**config.mk**
```make
export PLATFORM = sky130hd
export DESIGN_NAME = interrupt_vector_and_trap_logic
export DESIGN_NICKNAME = d
export VERILOG_FILES = /design/src/itc_pkg.sv /design/src/interrupt_vector_and_trap_logic.sv
export VERILOG_INCLUDE_DIRS = /design/src /design/src/src
export SDC_FILE = /design/constraint.sdc
export NUM_CORES = 1
export LEC_CHECK = 0
export BUFFER_PORTS_ARGS = -buffer_cell sky130_fd_sc_hd__buf_2
export CORE_MARGIN = 1.5
export CORE_UTILIZATION = 55
export DETAILED_ROUTE_END_ITERATION = 10
export PLACE_DENSITY_LB_ADDON = 0.3
export SYNTH_ARGS = -nofsm -noshare
export SYNTH_HDL_FRONTEND = slang
export SYNTH_SLANG_ARGS = --single-unit
```
**constraint.sdc**
```tcl
create_clock -name clk_sys -period 124 [get_ports clk_sys]
set_input_delay 6.2 -clock clk_sys [delete_from_list [all_inputs] [get_ports clk_sys]]
set_output_delay 6.2 -clock clk_sys [all_outputs]
set_load 0.02 [all_outputs]
```
**src/itc_defs.svh**
```systemverilog
/*
  Constants for the interrupt vector and trap block: source count, register
  offsets, control field positions, trap numbers and reset values.
  Assumes inclusion by bare name from the package and the design file.
*/
`ifndef ITC_DEFS_SVH
`define ITC_DEFS_SVH

// ==========================================================================
// sizes
`define NUM_SRC 50
`define NUM_TRAP 9
`define SRC_IDX_W 6
`define TRAP_NUM_W 7
`define VEC_W 9
`define DATA_W 16
`define ADDR_W 8
`define LVL_W 4

// ==========================================================================
// register offsets (control register n sits at offset n)
`define OFS_TRAP_FLAGS 8'h40
`define OFS_SERVICE 8'h41

// ==========================================================================
// status register fields
`define STAT_RANK_MSB 2
`define STAT_RANK_LSB 0
`define STAT_INT_BIT 3
`define STAT_TRAP_BIT 4

// ==========================================================================
// control register fields
`define CTL_REQ_BIT 7
`define CTL_EN_BIT 6
`define CTL_XFER_BIT 5
`define CTL_LVL_MSB 3
`define CTL_LVL_LSB 0

// ==========================================================================
// source index bases and trap numbers of each group
`define IDX_CC6 6'h00
`define IDX_CC16 6'h0a
`define IDX_CC29 6'h17
`define IDX_T0 6'h1a
`define IDX_T7 6'h1c
`define IDX_T2 6'h1e
`define IDX_CR 6'h23
`define IDX_ADC 6'h24
`define IDX_S0T 6'h26
`define IDX_S0TB 6'h29
`define IDX_SSC 6'h2a
`define IDX_PWM 6'h2d
`define IDX_XP 6'h2e
`define TN_CC6 7'h16
`define TN_CC16 7'h30
`define TN_CC29 7'h44
`define TN_T0 7'h20
`define TN_T7 7'h3d
`define TN_T2 7'h22
`define TN_CR 7'h27
`define TN_ADC 7'h28
`define TN_S0T 7'h2a
`define TN_S0TB 7'h47
`define TN_SSC 7'h2d
`define TN_PWM 7'h3f
`define TN_XP 7'h40

// ==========================================================================
// hardware traps: bit positions in the trap flag register and numbers
`define TBIT_NMI 0
`define TBIT_STKOF 1
`define TBIT_STKUF 2
`define TBIT_CLASS_B 3
`define TN_NMI 7'h02
`define TN_STKOF 7'h04
`define TN_STKUF 7'h06
`define TN_CLASS_B 7'h0a
`define RANK_NONE 3'h0
`define RANK_B 3'h1
`define RANK_STKUF 3'h2
`define RANK_STKOF 3'h3
`define RANK_NMI 3'h4

// ==========================================================================
// reset values
`define RST_LVL 4'h0
`define RST_DATA 16'h0000

`endif

```
**src/itc_pkg.sv**
```systemverilog
/*
  Types for the interrupt vector and trap block: the packed state record.
  Assumes itc_defs.svh is on the include path.
*/
`include "itc_defs.svh"

package itc_pkg;

  typedef logic [`NUM_SRC-1:0] src_vec_t;
  typedef logic [`LVL_W-1:0] lvl_t;

  // ========================================================================
  // whole state of the block
  typedef struct packed {
    src_vec_t req;
    src_vec_t en;
    src_vec_t xfer;
    logic [`NUM_SRC-1:0][`LVL_W-1:0] lvl;
    logic [`NUM_TRAP-1:0] tflag;
    logic [`NUM_TRAP-1:0] tpend;
    logic [2:0] trank;
    logic int_req;
    logic [`SRC_IDX_W-1:0] int_src;
    logic [`VEC_W-1:0] int_vec;
    logic int_xfer;
    logic trap_req;
    logic [2:0] trap_sel;
    logic [`VEC_W-1:0] trap_vec;
    logic [`DATA_W-1:0] rdata;
  } state_s;

endpackage : itc_pkg

```
**src/interrupt_vector_and_trap_logic.sv**
```systemverilog
/*
  Interrupt vector assignment and hardware trap logic of the CPU core.
  Assumes peripherals give one-cycle request pulses, the CPU reports its
  current priority level and acknowledges offered services by pulses.
*/
`timescale 1ns/1ps
`default_nettype none
`include "itc_defs.svh"

module interrupt_vector_and_trap_logic (
  input wire logic clk_sys,
  input wire logic reset,
  input wire itc_pkg::src_vec_t src_event,
  input wire logic [`NUM_TRAP-1:0] trap_event,
  input wire itc_pkg::lvl_t cpu_level,
  input wire logic [`ADDR_W-1:0] reg_addr,
  input wire logic [`DATA_W-1:0] reg_wdata,
  input wire logic reg_write,
  input wire logic reg_read,
  output logic [`DATA_W-1:0] reg_rdata,
  output logic int_req,
  output logic [`VEC_W-1:0] int_vector,
  output logic [`SRC_IDX_W-1:0] int_source,
  output logic int_is_transfer,
  input wire logic int_ack,
  output logic trap_req,
  output logic [`VEC_W-1:0] trap_vector,
  input wire logic trap_ack,
  input wire logic trap_return,
  output logic trap_active
);
  import itc_pkg::*;

  state_s state_reg;
  state_s state_next;

  // ========================================================================
  // trap number of each source
  function automatic logic [`TRAP_NUM_W-1:0] trap_of(input logic [`SRC_IDX_W-1:0] i);
    logic [`TRAP_NUM_W-1:0] t;
    t = `TN_XP + `TRAP_NUM_W'(i - `IDX_XP);
    if (i < `IDX_CC16) begin
      t = `TN_CC6 + `TRAP_NUM_W'(i - `IDX_CC6);
    end else if (i < `IDX_CC29) begin
      t = `TN_CC16 + `TRAP_NUM_W'(i - `IDX_CC16);
    end else if (i < `IDX_T0) begin
      t = `TN_CC29 + `TRAP_NUM_W'(i - `IDX_CC29);
    end else if (i < `IDX_T7) begin
      t = `TN_T0 + `TRAP_NUM_W'(i - `IDX_T0);
    end else if (i < `IDX_T2) begin
      t = `TN_T7 + `TRAP_NUM_W'(i - `IDX_T7);
    end else if (i < `IDX_CR) begin
      t = `TN_T2 + `TRAP_NUM_W'(i - `IDX_T2);
    end else if (i < `IDX_ADC) begin
      t = `TN_CR;
    end else if (i < `IDX_S0T) begin
      t = `TN_ADC + `TRAP_NUM_W'(i - `IDX_ADC);
    end else if (i < `IDX_S0TB) begin
      t = `TN_S0T + `TRAP_NUM_W'(i - `IDX_S0T);
    end else if (i < `IDX_SSC) begin
      t = `TN_S0TB;
    end else if (i < `IDX_PWM) begin
      t = `TN_SSC + `TRAP_NUM_W'(i - `IDX_SSC);
    end else if (i < `IDX_XP) begin
      t = `TN_PWM;
    end
    return t;
  endfunction : trap_of

  // vector slot address from a trap number
  function automatic logic [`VEC_W-1:0] vec_of(input logic [`TRAP_NUM_W-1:0] t);
    return {t, 2'b00};
  endfunction : vec_of

  // ranking of a trap flag bit
  function automatic logic [2:0] rank_of(input int b);
    logic [2:0] r;
    r = `RANK_B;
    if (b == `TBIT_NMI) begin
      r = `RANK_NMI;
    end else if (b == `TBIT_STKOF) begin
      r = `RANK_STKOF;
    end else if (b == `TBIT_STKUF) begin
      r = `RANK_STKUF;
    end
    return r;
  endfunction : rank_of

  // trap number of a trap flag bit
  function automatic logic [`TRAP_NUM_W-1:0] num_of(input int b);
    logic [`TRAP_NUM_W-1:0] n;
    n = `TN_CLASS_B; // shared class B slot
    if (b == `TBIT_NMI) begin
      n = `TN_NMI;
    end else if (b == `TBIT_STKOF) begin
      n = `TN_STKOF;
    end else if (b == `TBIT_STKUF) begin
      n = `TN_STKUF;
    end
    return n;
  endfunction : num_of

  // ========================================================================
  // forwarding mask: request flag and enable flag both set
  src_vec_t src_live;

  generate
    for (genvar g = 0; g < `NUM_SRC; g++) begin : g_live
      assign src_live[g] = state_reg.req[g] & state_reg.en[g];
    end
  endgenerate

  // fixed vector slot of every source
  logic [`VEC_W-1:0] src_vec_tab [`NUM_SRC];

  generate
    for (genvar g = 0; g < `NUM_SRC; g++) begin : g_vec
      assign src_vec_tab[g] = vec_of(trap_of(`SRC_IDX_W'(g)));
    end
  endgenerate

  // vector slot of every trap flag bit
  logic [`VEC_W-1:0] trap_vec_tab [`NUM_TRAP];

  generate
    for (genvar b = 0; b < `NUM_TRAP; b++) begin : g_tvec
      assign trap_vec_tab[b] = vec_of(num_of(b));
    end
  endgenerate

  // ========================================================================
  // interrupt arbitration over enabled pending sources
  logic arb_hit;
  logic [`SRC_IDX_W-1:0] arb_idx;
  lvl_t arb_lvl;

  always_comb begin
    arb_hit = 1'b0;
    arb_idx = '0;
    arb_lvl = cpu_level;
    for (int i = 0; i < `NUM_SRC; i++) begin
      // request and enable both needed, strictly above current level
      if (src_live[i] &&
          state_reg.lvl[i] > arb_lvl) begin
        arb_hit = 1'b1;
        arb_idx = `SRC_IDX_W'(i);
        arb_lvl = state_reg.lvl[i];
      end
    end
  end

  // ========================================================================
  // trap selection: highest rank pending, above the active one
  logic sel_hit;
  logic [2:0] sel_rank;
  logic [`VEC_W-1:0] sel_vec;

  always_comb begin
    sel_hit = 1'b0;
    sel_rank = state_reg.trank;
    sel_vec = trap_vec_tab[`TBIT_CLASS_B];
    for (int b = 0; b < `NUM_TRAP; b++) begin
      if (state_reg.tpend[b] && rank_of(b) > sel_rank) begin
        sel_hit = 1'b1;
        sel_rank = rank_of(b);
        sel_vec = trap_vec_tab[b];
      end
    end
  end

  // ========================================================================
  // handshake events and hold-off seen at this edge
  logic int_taken;
  logic trap_taken;
  logic svc_idle;
  logic int_hold;

  assign int_taken = int_ack && state_reg.int_req; // offer accepted
  assign trap_taken = trap_ack && state_reg.trap_req; // trap service entered
  assign svc_idle = state_reg.trank == `RANK_NONE; // no trap in service
  // a pending or running trap keeps interrupts and transfers away
  assign int_hold = !svc_idle || sel_hit;

  // ========================================================================
  // next state
  always_comb begin
    logic [`SRC_IDX_W-1:0] wi;
    wi = reg_addr[`SRC_IDX_W-1:0];
    state_next = state_reg;
    state_next.rdata = `RST_DATA;

    // register writes first, so hardware sets below win
    if (reg_write) begin
      if (reg_addr < `ADDR_W'(`NUM_SRC)) begin
        state_next.req[wi] = reg_wdata[`CTL_REQ_BIT];
        state_next.en[wi] = reg_wdata[`CTL_EN_BIT];
        state_next.xfer[wi] = reg_wdata[`CTL_XFER_BIT];
        state_next.lvl[wi] = reg_wdata[`CTL_LVL_MSB:`CTL_LVL_LSB];
      end else if (reg_addr == `OFS_TRAP_FLAGS) begin
        // write one clears a flag
        state_next.tflag = state_reg.tflag & ~reg_wdata[`NUM_TRAP-1:0];
      end
    end

    // read data for the next cycle
    if (reg_read) begin
      if (reg_addr < `ADDR_W'(`NUM_SRC)) begin
        state_next.rdata[`CTL_REQ_BIT] = state_reg.req[wi];
        state_next.rdata[`CTL_EN_BIT] = state_reg.en[wi];
        state_next.rdata[`CTL_XFER_BIT] = state_reg.xfer[wi];
        state_next.rdata[`CTL_LVL_MSB:`CTL_LVL_LSB] = state_reg.lvl[wi];
      end else if (reg_addr == `OFS_TRAP_FLAGS) begin
        state_next.rdata[`NUM_TRAP-1:0] = state_reg.tflag;
      end else if (reg_addr == `OFS_SERVICE) begin
        state_next.rdata[`STAT_RANK_MSB:`STAT_RANK_LSB] = state_reg.trank;
        state_next.rdata[`STAT_INT_BIT] = state_reg.int_req;
        state_next.rdata[`STAT_TRAP_BIT] = state_reg.trap_req;
      end
    end

    // accepted interrupt or transfer clears its request flag
    if (int_taken) begin
      state_next.req[state_reg.int_src] = 1'b0;
    end

    // peripheral events set request flags
    state_next.req = state_next.req | src_event;

    // accepted trap: enter service, drop pending bits of its rank
    if (trap_return) begin
      state_next.trank = `RANK_NONE;
    end
    if (trap_taken) begin
      state_next.trank = state_reg.trap_sel;
      for (int b = 0; b < `NUM_TRAP; b++) begin
        if (rank_of(b) == state_reg.trap_sel) begin
          state_next.tpend[b] = 1'b0;
        end
      end
    end

    // trap events: unmaskable, flag and pending both set
    state_next.tflag = state_next.tflag | trap_event;
    state_next.tpend = state_next.tpend | trap_event;

    // registered trap offer to the CPU
    state_next.trap_req = sel_hit && !trap_taken;
    state_next.trap_sel = sel_rank;
    state_next.trap_vec = sel_vec;

    // interrupt offer, held off by trap service or pending trap
    state_next.int_req = arb_hit && !int_hold && !int_taken;
    state_next.int_src = arb_idx;
    state_next.int_vec = src_vec_tab[arb_idx];
    state_next.int_xfer = state_reg.xfer[arb_idx];
  end

  // ========================================================================
  // state register
  always_ff @(posedge clk_sys or posedge reset) begin
    if (reset) begin
      state_reg <= '0;
    end else begin
      state_reg <= state_next;
    end
  end

  // ========================================================================
  // outputs
  assign reg_rdata = state_reg.rdata;
  assign int_req = state_reg.int_req;
  assign int_vector = state_reg.int_vec;
  assign int_source = state_reg.int_src;
  assign int_is_transfer = state_reg.int_xfer;
  assign trap_req = state_reg.trap_req;
  assign trap_vector = state_reg.trap_vec;
  assign trap_active = state_reg.trank != `RANK_NONE;

endmodule : interrupt_vector_and_trap_logic

`default_nettype wire

```
# Word-level counts from Yosys, hierarchy flattened
# Memory sizes are Yosys's and may differ from the RTL's. A register that Yosys moved wholly into a read port is not among the register bits.
# Index checks and enable logic that the tools add are counted.
# word_totals
ff_bits,401
latch_bits,0
ramBits,0
mem_bits_ro,576
inputBits,94
memories,1
# classes
addsub,0
multipliers,0
div,0
magnitude_cmp,65
n_eq_ne,6
shift,0
mux,222
bitwise_logic,58
n_reduce_logical,75
# mem_list
memory,depth,word_bits,read_ports,rd_clocked_by_memory_dff,write_ports,line,source
(no name shown),64,9,1,1,0,interrupt_vector_and_trap_logic.sv:254,state_next.int_vec = src_vec_tab[arb_idx];
# op_table
operator,n
$mux W359,1
$mux W350,1
$mux W6,49
$mux W4,53
$bwmux W200,1
$gt A4 B4 Y1,50
$bwmux W50,3
$mux W9,11
$mux W1,77
$logic_and A1 B1 Y1,66
$and A1 B1 Y1,50
$and A50 B50 Y50,1
$mux W50,1
$not A50 Y50,1
$or A50 B50 Y50,1
$mux W3,14
$bmux W1 S6,4
$bmux W4 S6,1
$demux W4 S6,1
$lt A6 B7 Y1 const B,3
$gt A1 B3 Y1 const A,6
$or A9 B9 Y9,2
$eq A8 B7 Y1 const B,2
$demux W1 S6,2
other kinds (17),25

# Longest topological paths before layout
# depth
ltp_word,152
depth_mapped,444
mapped_depth_nobuf,429

# Worst setup path after synthesis
# No wires, ideal clock.
# synth_path
path_type,input port to flip-flop
start,input cpu_level[1]
end,"register, netlist name int_vector[8]"
setup_ps,129
arrival_ps,80563
required_ps,123871
setup_slack_ps,43308
path_stages,400
n_path_buf,14
cell_sequence,inv_1 > ha_1 > nor2b_1 > o211ai_2 > a21oi_1 > mux2_2 > ha_1 > nand3_1 > nor2_1 > a211oi_2 > nand2_1 > a21oi_1 > inv_1 > ha_1 > nor2b_1 > o31ai_1 > a31oi_1 > o31a_1 > (+364 left out) > o2111ai_1 > clkbuf_1 > mux2_2 > ha_1 > nor2b_1 > o21a_1 > o21ai_0 > a21oi_1 > or2_2 > clkbuf_1 > a31o_1 > a21oi_1 > inv_1 > buf_2 > ha_1 > or3_1 > a21oi_1 > o32ai_1
# synth_via
elab_chain_cells,151
word_cells_on_any_way,199
cone_classes,order compare (50); mux (98); bitwise (1); reduce/logical (50)
# synth_lines
item,line,source
start: declaration,interrupt_vector_and_trap_logic.sv:15,"input wire itc_pkg::lvl_t cpu_level,"
$gt A4 B4 Y1,interrupt_vector_and_trap_logic.sv:144,state_reg.lvl[i] > arb_lvl) begin
$logic_and A1 B1 Y1,interrupt_vector_and_trap_logic.sv:143,if (src_live[i] &&
$mux W4 (*),interrupt_vector_and_trap_logic.sv:143,
$gt A4 B4 Y1,interrupt_vector_and_trap_logic.sv:144,
$logic_and A1 B1 Y1,interrupt_vector_and_trap_logic.sv:143,
$mux W4,interrupt_vector_and_trap_logic.sv:143,
$gt A4 B4 Y1,interrupt_vector_and_trap_logic.sv:144,
$logic_and A1 B1 Y1,interrupt_vector_and_trap_logic.sv:143,
(+135 left out),--,
$mux W4,interrupt_vector_and_trap_logic.sv:143,
$gt A4 B4 Y1,interrupt_vector_and_trap_logic.sv:144,
$logic_and A1 B1 Y1,interrupt_vector_and_trap_logic.sv:143,
$mux W4,interrupt_vector_and_trap_logic.sv:143,
$gt A4 B4 Y1,interrupt_vector_and_trap_logic.sv:144,
$logic_and A1 B1 Y1,interrupt_vector_and_trap_logic.sv:143,
$mux W6 (*),interrupt_vector_and_trap_logic.sv:143,
$not A6 Y7 (not written as such) (*),interrupt_vector_and_trap_logic.sv:254,
# Every way passes the cells marked *; elsewhere a longest branch is shown, timed or not.
# A chain may end at the register's enable or synchronous reset.

# Final worst setup path
# layout_path
start,input cpu_level[1]
end,"register, netlist name int_vector[8]"
# layout_via
elab_chain_cells,151
word_cells_on_any_way,199
cone_classes,order compare (50); mux (98); bitwise (1); reduce/logical (50)
# layout_lines
item,line,source
$gt A4 B4 Y1,interrupt_vector_and_trap_logic.sv:144,
$logic_and A1 B1 Y1,interrupt_vector_and_trap_logic.sv:143,
$mux W4 (*),interrupt_vector_and_trap_logic.sv:143,
$gt A4 B4 Y1,interrupt_vector_and_trap_logic.sv:144,
$logic_and A1 B1 Y1,interrupt_vector_and_trap_logic.sv:143,
$mux W4 (*),interrupt_vector_and_trap_logic.sv:143,
$gt A4 B4 Y1,interrupt_vector_and_trap_logic.sv:144,
$logic_and A1 B1 Y1,interrupt_vector_and_trap_logic.sv:143,
(+136 left out),--,
$gt A4 B4 Y1,interrupt_vector_and_trap_logic.sv:144,
$logic_and A1 B1 Y1,interrupt_vector_and_trap_logic.sv:143,
$mux W4,interrupt_vector_and_trap_logic.sv:143,
$gt A4 B4 Y1,interrupt_vector_and_trap_logic.sv:144,
$logic_and A1 B1 Y1,interrupt_vector_and_trap_logic.sv:143,
$mux W6 (*),interrupt_vector_and_trap_logic.sv:143,
net arb_idx[1],interrupt_vector_and_trap_logic.sv:134,logic [`SRC_IDX_W-1:0] arb_idx;
$not A6 Y7 (not written as such) (*),interrupt_vector_and_trap_logic.sv:254,
# Mark *: on every way through the listed nets, which the timed path passes. The rest lies on a longest branch.

==> flow_summary.yaml <==
sta:
  skew_ns: 0.0284
  worstMarginPinSlew_ns: 1.28
  setup_viol: 0
  slew-limit-headroom_pct: 14.3
  rsz0062_at_grt: "false"
  tns_ns: 0
  slew_viol_final: 0
  fin_crit_sh_pct: 75.8
  fin_crit_ns: 93.98
  max_freq_mhz: 10.6
  hold_viol_final: 0
clock_network:
  htreeDepth: 2
  clk_path_buf_depth: 3
  post_cts_resized: 0
  cts_tree: "done"
  cts_num_sinks: 402
  path_clk_slew_ns: 0.06
  clock-root-buffer: "clkbuf_16"
  cts_made_buffers: 45
  cts_setup_buffers: 0
  clock_latency_ns: 0.60
  cts.hold.buffers_added: 0
die:
  die_x_um: 245
  die_y_um: 245
  dieArea_sq_mm: 0.0599
  io_pins: 138
  initial_core_util_pct: 55.7
  num_rows: 88
  core_area_sq_mm: 0.0577
power:
  swShare_pct: 34.0
  power_density_mw_per_mm2: 11.4
  p_comb_share_pct: 24.4
  p_switching_w: 0.000133
  total_power_w: 0.000392
  intPower_w: 0.000258
  clkPwrFrac_pct: 36.7
  pwr-share-seq_pct: 38.9
  leakagePower_nw: 15.1
  ir_drop_mv: 0.0136
critical_path:
  criticalPathCategory: "in -> reg"
  required_ns: 124.42
  slowest_delay_ns: 0.81
  r2r-end: "int_vector[8]"
  reg2reg_slack_ns: 35.31
  timing.critical_path.buf_inv: 27
  critPathLaunchType: "input port"
  r2r_cells: 385
  path_common_cell: "ha_1"
  worst_path_max_delay_cell: "a31oi_1"
  crit_family: "compound AO/OA/AOI/OAI gates"
  critPathArrivalTime_ns: 94.40
  end_kind: "flip-flop"
  path_max_fanout: 13
place:
  post_dp_cell_area_sq_mm: 0.0329
  place_congestion: 0.986
  dpl.hpwl_um: 75300
  io_buffers: 115
grt:
  grt_overflow_total: 0
  grt_pass1_wl_um: 162000
  grt_max_degree: 121
  grt_pass1_vias: 28222
  grtUsageTotal_pct: 34.3
  antenna_found_initial: 8
layout:
  final_cell_mix: "dfrtp_1, nand2_1, nor2_1"
  final_common_cell: "dfrtp_1"
  final_nets: 3887
  design_area_sq_mm: 0.0344
  seqCellArea_sq_mm: 0.0101
  n_fill_cell: 5071
  multiInputGateArea_sq_mm: 0.0203
  utilization_pct: 59.7
  area_growth_pct: 7.15
  layout-drive-gt1-share_pct: 15.9
yosys:
  synth_edf_count: 0
  synth-simple-area-share_pct: 17.7
  yosys.area.top_type: "dfrtp_1"
  async_flop_share_pct: 100
  synthMuxAreaShare_pct: 12.4
  ys_types: 147
  yosys.area_share.adder_pct: 5.36
  yosys_most_used_dff: "dfrtp_1"
  synth_top_family_by_area: "compound AO/OA/AOI/OAI gates"
  synthCells: 3676
  synthesis.area_sq_mm: 0.0321
  synth_top_area_share_pct: 31.3
  yosys-top-cells-area: "dfrtp_1, mux2_2, ha_1"
  ys_seq_area_share_pct: 31.3
  syn-mean-instance-area_sq_um: 8.74
  ys_warn_count: 0
  synth_xor_area_share_pct: 1.31
  synth-compound-area-share_pct: 26.3
  synth-seq-cells: 402
route:
  drt-initial-drc-count: 3235
  vias: 30134
  routedWlPerCell_um: 23.4
  route.detailed.drc: 0
  drt-vias-per-instance: 6.74
  ant_nets: 0
  drtPass1Iterations: 6
  routed_wl_um: 105000
hold_path:
  hp-start: "state_reg[53]"
  hold-path-endpoint: "state_reg[53]"
  hold_depth: 1
  hold_path.class: "reg -> reg"
job:
  cap_violations: 0
status:
  status: "finished, final reports clean"
## power groups by stage
stage          logic (W)  clock network, W  registers (W)
6_report       0.0000954          0.000144       0.000153
2_1_floorplan  0.0000732                 0       0.000148
3_3_place_gp   0.0000916                 0       0.000154
4_1_cts        0.0000932          0.000144       0.000152
3_5_place_dp   0.0000925                 0       0.000154
5_1_grt         0.000104          0.000149       0.000153
## layer usage
metal | track usage (%) | vias up | share of wire [%]
li1 | - | 13748 | -
met1 | 46.5 | 14553 | 42
met2 | 52.6 | 1511 | 44
met3 | 7.24 | 314 | 9.6
met4 | 15.5 | 8 | 5.0
met5 | 0 | - | 0.045
## worst max path at each step
stage                    endpoint  cells after the start         start
finish              int_vector[8]                    387  cpu_level[1]
global route        int_vector[4]                    387  cpu_level[1]
CTS                 int_vector[8]                    388  cpu_level[1]
detailed placement  int_vector[8]                    387  cpu_level[1]
global placement    int_vector[8]                    387  cpu_level[1]
floorplan           int_vector[8]                    400  cpu_level[1]
## logic make-up after synthesis
kind of cell / count (synthesis)
other cells: 1
buf+inv: 405
fa+ha+maj: 140
flops: 402
compound gates: 1162
mux: 360
xor+xnor: 46
simple gates: 1160
## final cells by class
type                            count  area share [%]
Clock buffer                       60            3.64
Timing Repair Buffer              137            2.15
Inverter                          199            2.19
Clock inverter                     22           0.876
Multi-Input combinational cell   2883            59.1
Tap cell                          765            2.78
Sequential cell                   402            29.2
Antenna cell                        2          0.0145
## cell usage after synthesis (all sizes together) (15+ instances only)
cell type and number:
clkbuf 103, a211oi 34, mux2 250, o21a 19, nand2b 20, o21ai 260
dfrtp 402, or2 22, a22oi 123, and2 60, xor2 16, ha 125
a22o 37, nor3b 20, o21bai 56, a21boi 16, a21oi 153, nand4 46
o31ai 35, mux2i 110, o22ai 15, inv 199, and3 43, buf 102
nor2 300, nand3 88, a211o 17, nor2b 26, o211ai 30, a21o 47
nor3 51, nand2 383, maj3 15, o2111ai 21, xnor2 30, a221oi 38
a31o 16, a31oi 75, nor4 19
## per-stage QoR
stage                     hold WS, ns  std cells  worst slack [ns]
after floorplan                 0.440       3690             43.31
after global placement          0.455       4386             31.79
after detailed placement        0.461       4386             31.06
after CTS                       0.475       4468             31.28
after global routing            0.488       4469             22.85
final                           0.474       4470             30.02
No activity file was read; power rests on OpenSTA's default activity.
